<file path="config.mk">
export PLATFORM = sky130hd
export DESIGN_NAME = csf_status_reg
export DESIGN_NICKNAME = d
export VERILOG_FILES = /design/src/include/csf_pkg.sv /design/src/csf_alu_flags.sv /design/src/csf_status_reg.sv
export VERILOG_INCLUDE_DIRS = /design/src /design/src/include
export SDC_FILE = /design/constraint.sdc
export NUM_CORES = 1
export LEC_CHECK = 0
export BUFFER_PORTS_ARGS = -buffer_cell sky130_fd_sc_hd__buf_2
export CORE_MARGIN = 1.5
export CORE_UTILIZATION = 49
export DETAILED_ROUTE_END_ITERATION = 10
export HOLD_SLACK_MARGIN = 0.06
export PLACE_DENSITY = 0.9
export SLEW_MARGIN = 20
export SYNTH_ARGS = -nofsm -noshare
export SYNTH_HDL_FRONTEND = slang
export SYNTH_HIERARCHICAL = 1
export SYNTH_SLANG_ARGS = --single-unit
</file>
<file path="constraint.sdc">
create_clock -name sys_clk -period 3.68 [get_ports sys_clk]
set_clock_uncertainty 0.05 [all_clocks]
set_input_delay 0.736 -clock sys_clk [delete_from_list [all_inputs] [get_ports sys_clk]]
set_output_delay 0.736 -clock sys_clk [all_outputs]
set_load 0.05 [all_outputs]
</file>
<file path="src/include/csf_consts.svh">
// constants for the core status flag register
`ifndef CSF_CONSTS_SVH
`define CSF_CONSTS_SVH
// bit positions within the status register
`define CSF_BIT_CARRY 3'd0
`define CSF_BIT_NIBBLE 3'd1
`define CSF_BIT_ZERO 3'd2
`define CSF_BIT_SLEEP 3'd3
`define CSF_BIT_WDOG 3'd4
`define CSF_BIT_BANK 3'd5
`define CSF_BIT_RSV_LO 3'd6
`define CSF_BIT_RSV_HI 3'd7
// power-on reset value: both reset indicators set, everything else clear
`define CSF_RESET_VALUE 8'h18
// data-memory address of the register in either bank
`define CSF_REG_ADDR 7'h03
// mask of the alu flags, of the read-only reset indicators and of the top three bits
`define CSF_ALU_MASK 8'h07
`define CSF_RO_MASK 8'h18
`define CSF_TOP3_MASK 8'he0
// flag constants used by the alu
`define CSF_NIBBLE_MSB 3'd4
`define CSF_ZERO_BYTE 8'h00
`endif

</file>
<file path="src/include/csf_pkg.sv">
// types for the core status flag register
package csf_pkg;
   // alu operations whose outcome sets flags
   typedef enum logic [2:0] {
      CSF_OP_NONE,
      CSF_OP_ADD,
      CSF_OP_SUB,
      CSF_OP_LOGIC,
      CSF_OP_ROR,
      CSF_OP_ROL,
      CSF_OP_CLEAR
   } csf_op_t;
   // watchdog and power events
   typedef enum logic [1:0] {
      CSF_EV_NONE,
      CSF_EV_KICK,
      CSF_EV_SLEEP,
      CSF_EV_TIMEOUT
   } csf_event_t;
endpackage

</file>
<file path="src/csf_alu_flags.sv">
// flag generator: result and zero/nibble carry/carry for one alu operation
`include "csf_consts.svh"
module csf_alu_flags
   import csf_pkg::*;
(
   // operation and operands
   input wire csf_pkg::csf_op_t op,
   input wire logic [7:0] file_val,
   input wire logic [7:0] work_val,
   input wire logic carry_in,
   // outcome
   output logic [7:0] result,
   output logic zero_out,
   output logic nibble_out,
   output logic carry_out,
   output logic alu_flags_hit,
   output logic carry_only_hit
);
   // second operand, inverted for subtraction
   logic [7:0] addend;
   // low nibble sum with its carry
   logic [4:0] low_sum;
   // full sum with its carry
   logic [8:0] full_sum;
   // subtract by adding two's complement of the second operand
   // two's complement subtract
   assign addend = (op == CSF_OP_SUB) ? ~work_val : work_val;
   assign low_sum = {1'b0, file_val[3:0]} + {1'b0, addend[3:0]} + {4'h0, op == CSF_OP_SUB};
   assign full_sum = {1'b0, file_val} + {1'b0, addend} + {8'h00, op == CSF_OP_SUB};
   // result select and flag outcome per operation
   always_comb begin
      result = file_val;
      zero_out = 1'b0;
      nibble_out = 1'b0;
      carry_out = carry_in;
      alu_flags_hit = 1'b0;
      carry_only_hit = 1'b0;
      unique case (op)
         CSF_OP_ADD, CSF_OP_SUB: begin
            result = full_sum[7:0];
            nibble_out = low_sum[`CSF_NIBBLE_MSB];
            carry_out = full_sum[8];
            alu_flags_hit = 1'b1;
         end
         // logic op only touches zero
         CSF_OP_LOGIC: begin
            result = work_val;
            alu_flags_hit = 1'b1;
         end
         CSF_OP_ROR: begin
            result = {carry_in, file_val[7:1]};
            carry_out = file_val[0];
            carry_only_hit = 1'b1;
         end
         CSF_OP_ROL: begin
            result = {file_val[6:0], carry_in};
            carry_out = file_val[7];
            carry_only_hit = 1'b1;
         end
         // clear gives zero result
         CSF_OP_CLEAR: begin
            result = `CSF_ZERO_BYTE;
            alu_flags_hit = 1'b1;
         end
         CSF_OP_NONE: begin
            result = file_val;
         end
         default: begin
            result = file_val;
         end
      endcase
      zero_out = (result == `CSF_ZERO_BYTE);
   end
endmodule

</file>
<file path="src/csf_status_reg.sv">
// core status flag register with bank select and reset indicators
// Behaviour
// - status register usable as any destination
// - alu flag writes replaced by outcome
// - watchdog and sleep flags read-only
// - clear gives 000u u1uu
// - bank bit selects upper or lower bank
// - watchdog flag set/cleared by events
// - sleep flag set/cleared by events
// - zero flag tracks zero result
// - nibble carry from bit three carry
// - carry from msb carry
// - subtract adds two's complement
// - rotates load carry from shifted bit
//
// Implementation choices: the register addresses and strobed register access.
`include "csf_consts.svh"
module csf_status_reg
   import csf_pkg::*;
(
   // clock and reset
   input wire logic sys_clk,
   input wire logic resetn,
   // instruction execution port
   input wire logic exec_valid,
   input wire csf_pkg::csf_op_t exec_op,
   input wire logic [6:0] exec_dir_addr,
   input wire logic [7:0] exec_file_val,
   input wire logic [7:0] exec_work_val,
   input wire logic exec_write,
   // watchdog and power events
   input wire csf_pkg::csf_event_t wdog_event,
   // register port
   input wire logic [7:0] reg_addr,
   input wire logic [7:0] reg_wdata,
   input wire logic reg_wr,
   input wire logic reg_rd,
   output logic [7:0] reg_rdata,
   // status outputs
   output logic [7:0] core_status_flags,
   output logic [7:0] data_mem_addr,
   output logic [7:0] exec_result,
   output logic bank_select_bit
);
   import csf_pkg::*;

   // alu outcome wires
   logic [7:0] alu_result;
   logic alu_zero;
   logic alu_nibble;
   logic alu_carry;
   logic alu_flags_hit;
   logic alu_carry_hit;
   // the register and its next value
   logic [7:0] next_status;
   // registered read data
   logic [7:0] rdata_q;
   // decode wires
   wire exec_hits_status;
   wire port_hits_status;
   wire [7:0] after_write;
   wire [7:0] after_alu;
   wire [7:0] keep_mask;

   // flag generator
   csf_alu_flags u_alu (
      .op(exec_op),
      .file_val(exec_file_val),
      .work_val(exec_work_val),
      .carry_in(core_status_flags[`CSF_BIT_CARRY]),
      .result(alu_result),
      .zero_out(alu_zero),
      .nibble_out(alu_nibble),
      .carry_out(alu_carry),
      .alu_flags_hit(alu_flags_hit),
      .carry_only_hit(alu_carry_hit)
   );

   // status as any destination, both banks alias it
   assign exec_hits_status = exec_valid && exec_write && (exec_dir_addr == `CSF_REG_ADDR);
   assign port_hits_status = reg_wr && (reg_addr[6:0] == `CSF_REG_ADDR);
   assign data_mem_addr = {core_status_flags[`CSF_BIT_BANK], exec_dir_addr};
   assign bank_select_bit = core_status_flags[`CSF_BIT_BANK];
   assign exec_result = alu_result;

   // bits that a write may not touch: reset indicators always, alu flags when updated
   // mask updated flags
   assign keep_mask = `CSF_RO_MASK
      | (alu_flags_hit ? `CSF_ALU_MASK : 8'h00)
      | (alu_carry_hit ? 8'h01 : 8'h00);
   assign after_write = exec_hits_status
      ? ((alu_result & ~keep_mask) | (core_status_flags & keep_mask))
      : (port_hits_status
         ? ((reg_wdata & ~`CSF_RO_MASK) | (core_status_flags & `CSF_RO_MASK))
         : core_status_flags);

   // flag update from alu after the write masking; clear keeps bit 4..3 and sets zero
   // clear: zero top three, set zero
   assign after_alu = !exec_valid ? after_write
      : alu_flags_hit
         ? ((exec_op == CSF_OP_SUB || exec_op == CSF_OP_ADD)
            ? {after_write[7:3], alu_zero, alu_nibble, alu_carry}
            : {after_write[7:3], alu_zero, after_write[1:0]})
         : alu_carry_hit ? {after_write[7:1], alu_carry} : after_write;

   // watchdog and sleep events override the read-only bits
   always_comb begin
      next_status = after_alu;
      unique case (wdog_event)
         CSF_EV_KICK: begin
            next_status[`CSF_BIT_WDOG] = 1'b1;
            next_status[`CSF_BIT_SLEEP] = 1'b1;
         end
         CSF_EV_SLEEP: begin
            next_status[`CSF_BIT_WDOG] = 1'b1;
            next_status[`CSF_BIT_SLEEP] = 1'b0;
         end
         CSF_EV_TIMEOUT: begin
            next_status[`CSF_BIT_WDOG] = 1'b0;
         end
         CSF_EV_NONE: begin
            next_status = after_alu;
         end
      endcase
   end

   // register, power-up sets both reset indicators
   always_ff @(posedge sys_clk) begin
      if (!resetn) begin
         core_status_flags <= `CSF_RESET_VALUE;
      end else begin
         core_status_flags <= next_status;
      end
   end

   // read answer one cycle later, unmapped reads as zero
   always_ff @(posedge sys_clk) begin
      if (!resetn) begin
         rdata_q <= 8'h00;
      end else if (reg_rd && reg_addr[6:0] == `CSF_REG_ADDR) begin
         rdata_q <= core_status_flags;
      end else begin
         rdata_q <= 8'h00;
      end
   end
   assign reg_rdata = rdata_q;
endmodule
</file>
==> run_results.csv <==
group,metric,value,unit
yosys,yosysTopAreaCellShare,16.48,%
worst_setup_path,cp-end-kind,"output pin",
power,peakVddDrop,0.0001393,V
yosys,yosys.cell_count.top_type,"nor2_1",
cells_and_area,drive_gt1_share,43.11,%
worst_setup_path,start_kind,"primary input",
clock_tree,cts_tree,"yes",
yosys,syn_nets,309,
yosys,synthTopCellsByCount,"nor2_1 (21), a21oi_1 (17), dfxtp_1 (16), inv_1 (16), ha_1 (15)",
sta,fin_crit_sh,100.3,%
clock_tree,numCtsBuffers,3,
floorplan,rows,22,
placement,hpwl,4181,um
yosys,netlist_instances,243,
placement,portBuffers,79,
cells_and_area,area_growth,41.40,%
floorplan,initial_utilization,51.91,%
placement,dpl_cell_area,0.002451,mm2
flow_run,cap_viol_max_count,0,
floorplan,pin_count,83,
yosys,synth_area_leaders,"dfxtp_1 (16%), ha_1 (9.7%), a21oi_1 (4.4%)",
sta,setup_tns,-29.03,ps
placement,gp_congestion,0.8871,
clock_tree,clk_latency,250,ps
sta,setup_slack,-11.91,ps
floorplan,core,0.003744,mm2
clock_tree,cts.clk_slew.worst_paths,60,ps
global_route,grt_max_degree,34,
route,drcViolationCount,0,
yosys,muxShareOfSynthArea,6.439,%
yosys,synthArstFlopShare,0,%
yosys,ys.flop_type,"dfxtp_1",
cells_and_area,finalNonFillerCells,382,
cells_and_area,nets,401,
global_route,grt_pass1_wl,8611,um
sta,fmax,270.9,MHz
placement,dp_cells,370,
yosys,syn_area_per_cell,7.996,um2
clock_tree,cts-root-buf,"clkbuf_8",
yosys,synth-seq-area-share,16.48,%
route,first_pass_iters,4,
sta,tightest_slew,616.1,ps
yosys,synth_seq_cells,16,
route,ant_nets,0,
yosys,syn_area,0.001943,mm2
yosys,ys_types,60,
cells_and_area,n_antenna_cell,0,
route,drt-initial-drc-count,135,
yosys,synth_edf_count,0,
floorplan,die_h,65.97,um
sta,rsz0062_at_grt,"true",
power,powerDensity,280.0,mW/mm2
cells_and_area,final_cell_area,0.002748,mm2
yosys,synth_top_family_by_area,"compound AO/OA/AOI/OAI gates",
global_route,grt_use_total,24.95,%
worst_setup_path,path_class,"in2out",
clock_tree,h-tree-depth,1,
route,vias,2233,
worst_setup_path,critical_path_arrival,2910,ps
yosys,synth_top_cell_by_area,"dfxtp_1",
worst_hold_path,hp-class,"reg2reg",
global_route,gr-total-overflow,0,
sta,max_slew_margin,58.71,%
run_status,status,"finished with violations",
sta,hold_viol_final,0,
run_status,violations,"setup timing",
floorplan,die_w,65.97,um
sta,setup_viol,3,
yosys,synth_xor_area_share,5.409,%
clock_tree,clock_sinks,16,
worst_setup_path,path_max_fanout,6,
yosys,synth-adder-area-share,10.69,%
sta,period_minus_slack,3692,ps
yosys,yosysWarnings,6,
worst_setup_path,required,2890,ps
global_route,antenna_found_initial,0,
sta,slew_violations,0,
route,wl,5847,um
route,wl_per_cell,15.31,um
floorplan,die_area,0.004352,mm2
yosys,synth_compound_area_share,27.82,%
yosys,yosys.area_share.simple,22.22,%
global_route,first_global_vias,1935,
clock_tree,clk_path_buf_depth,2,
route,via_per_inst,5.846,
power,p_leak,0.001290,uW
-- cell type report --
cell class	count	area (um2)
flip-flops and latches	16	320.3
repair buffers	109	684.4
fillers	285	996.0
inverters	16	60.06
well taps	48	60.06
clock buffers	4	55.05
multi-input cells	189	1568
-- where the power goes --
part | internal (uW) | leakage, uW | switching (uW) | total, uW
combinational | 184 | 0.00113 | 252 | 435
sequential | 176 | 0.000129 | 2.65 | 178
clock | 95.1 | 0.0000288 | 60.7 | 156
-- routing by layer --
| layer | routed length, um | share of wire, % | track usage (%) | vias up |
|---|---|---|---|---|
| met5 | 0 | 0 | 0 | - |
| met4 | 85 | 1.5 | 9.184 | 0 |
| met3 | 489 | 8.4 | 2.044 | 13 |
| met2 | 2928 | 50 | 45.83 | 122 |
| met1 | 2343 | 40 | 30.03 | 1034 |
| li1 | - | - | - | 1064 |
-- final timing paths --
| check | start | end | slack [ps] | cells after the start |
|---|---|---|---|---|
| max | exec_op[0] | exec_result[7] | -10 | 11 |
| min | core_status_flags[1] | reg_rdata[1] | 440 | 2 |
| min reg2reg | core_status_flags[1] | reg_rdata[1] | 440 | 2 |
| max reg2reg | core_status_flags[0] | core_status_flags[2] | 1840 | 9 |
-- registers in the layout, indices dropped and copies added, names as in the netlist --
name,cells
core_status_flags,8
reg_rdata,8
-- critical path, stage by stage --
cell and delay, ps:
buf_8 100, nor3b_4 270, buf_6 180, buf_12 120
xor2_4 230, ha_4 250, a41oi_4 270, a41oi_2 180
xnor2_1 180, a21oi_2 190, buf_6 180
-- through the flow --
| stage | setup WS [ps] | total power, uW | util (%) | hold slack [ps] |
|---|---|---|---|---|
| floorplan | 0.6095 | 435.4 | - | 648.0 |
| global placement | -161.1 | 538.9 | 65.47 | 411.2 |
| detailed placement | -273.2 | 548.0 | 65.47 | 435.8 |
| CTS | -9.491 | 717.9 | 68.95 | 442.7 |
| global route | -110.9 | 801.0 | 73.40 | 469.0 |
| finish | -11.91 | 769.3 | 73.40 | 444.4 |
-- cells by family after synthesis --
kind of cell    Yosys count
fa+ha+maj                16
compound gates           70
flops                    16
simple gates             79
buf+inv                  38
xor+xnor                 12
mux                      12
-- repair_timing --
item	in CTS	in global routing
setup endpoints to repair	4	4
hold buffers	0	0
resized for setup	13	23
buffers inserted	2	6
pin swaps	2	24
gates cloned	0	0
-- placed cells by master (no fill, tap or decap), drive strengths merged, types with 3 or more instances in the layout --
| cell | n |
|---|---|
| and3 | 3 |
| a211oi | 7 |
| nor2 | 21 |
| dfxtp | 16 |
| o21a | 5 |
| nand3 | 6 |
| mux2i | 8 |
| o211ai | 6 |
| xnor2 | 4 |
| nand2 | 12 |
| ha | 15 |
| nor3 | 6 |
| mux2 | 4 |
| o21ai | 9 |
| xor2 | 8 |
| o211a | 3 |
| nor2b | 3 |
| buf | 109 |
| clkbuf | 4 |
| nor4 | 6 |
| a21oi | 17 |
| inv | 16 |
| nand2b | 3 |
| and2 | 8 |
No activity file was read; power rests on OpenSTA's default activity.
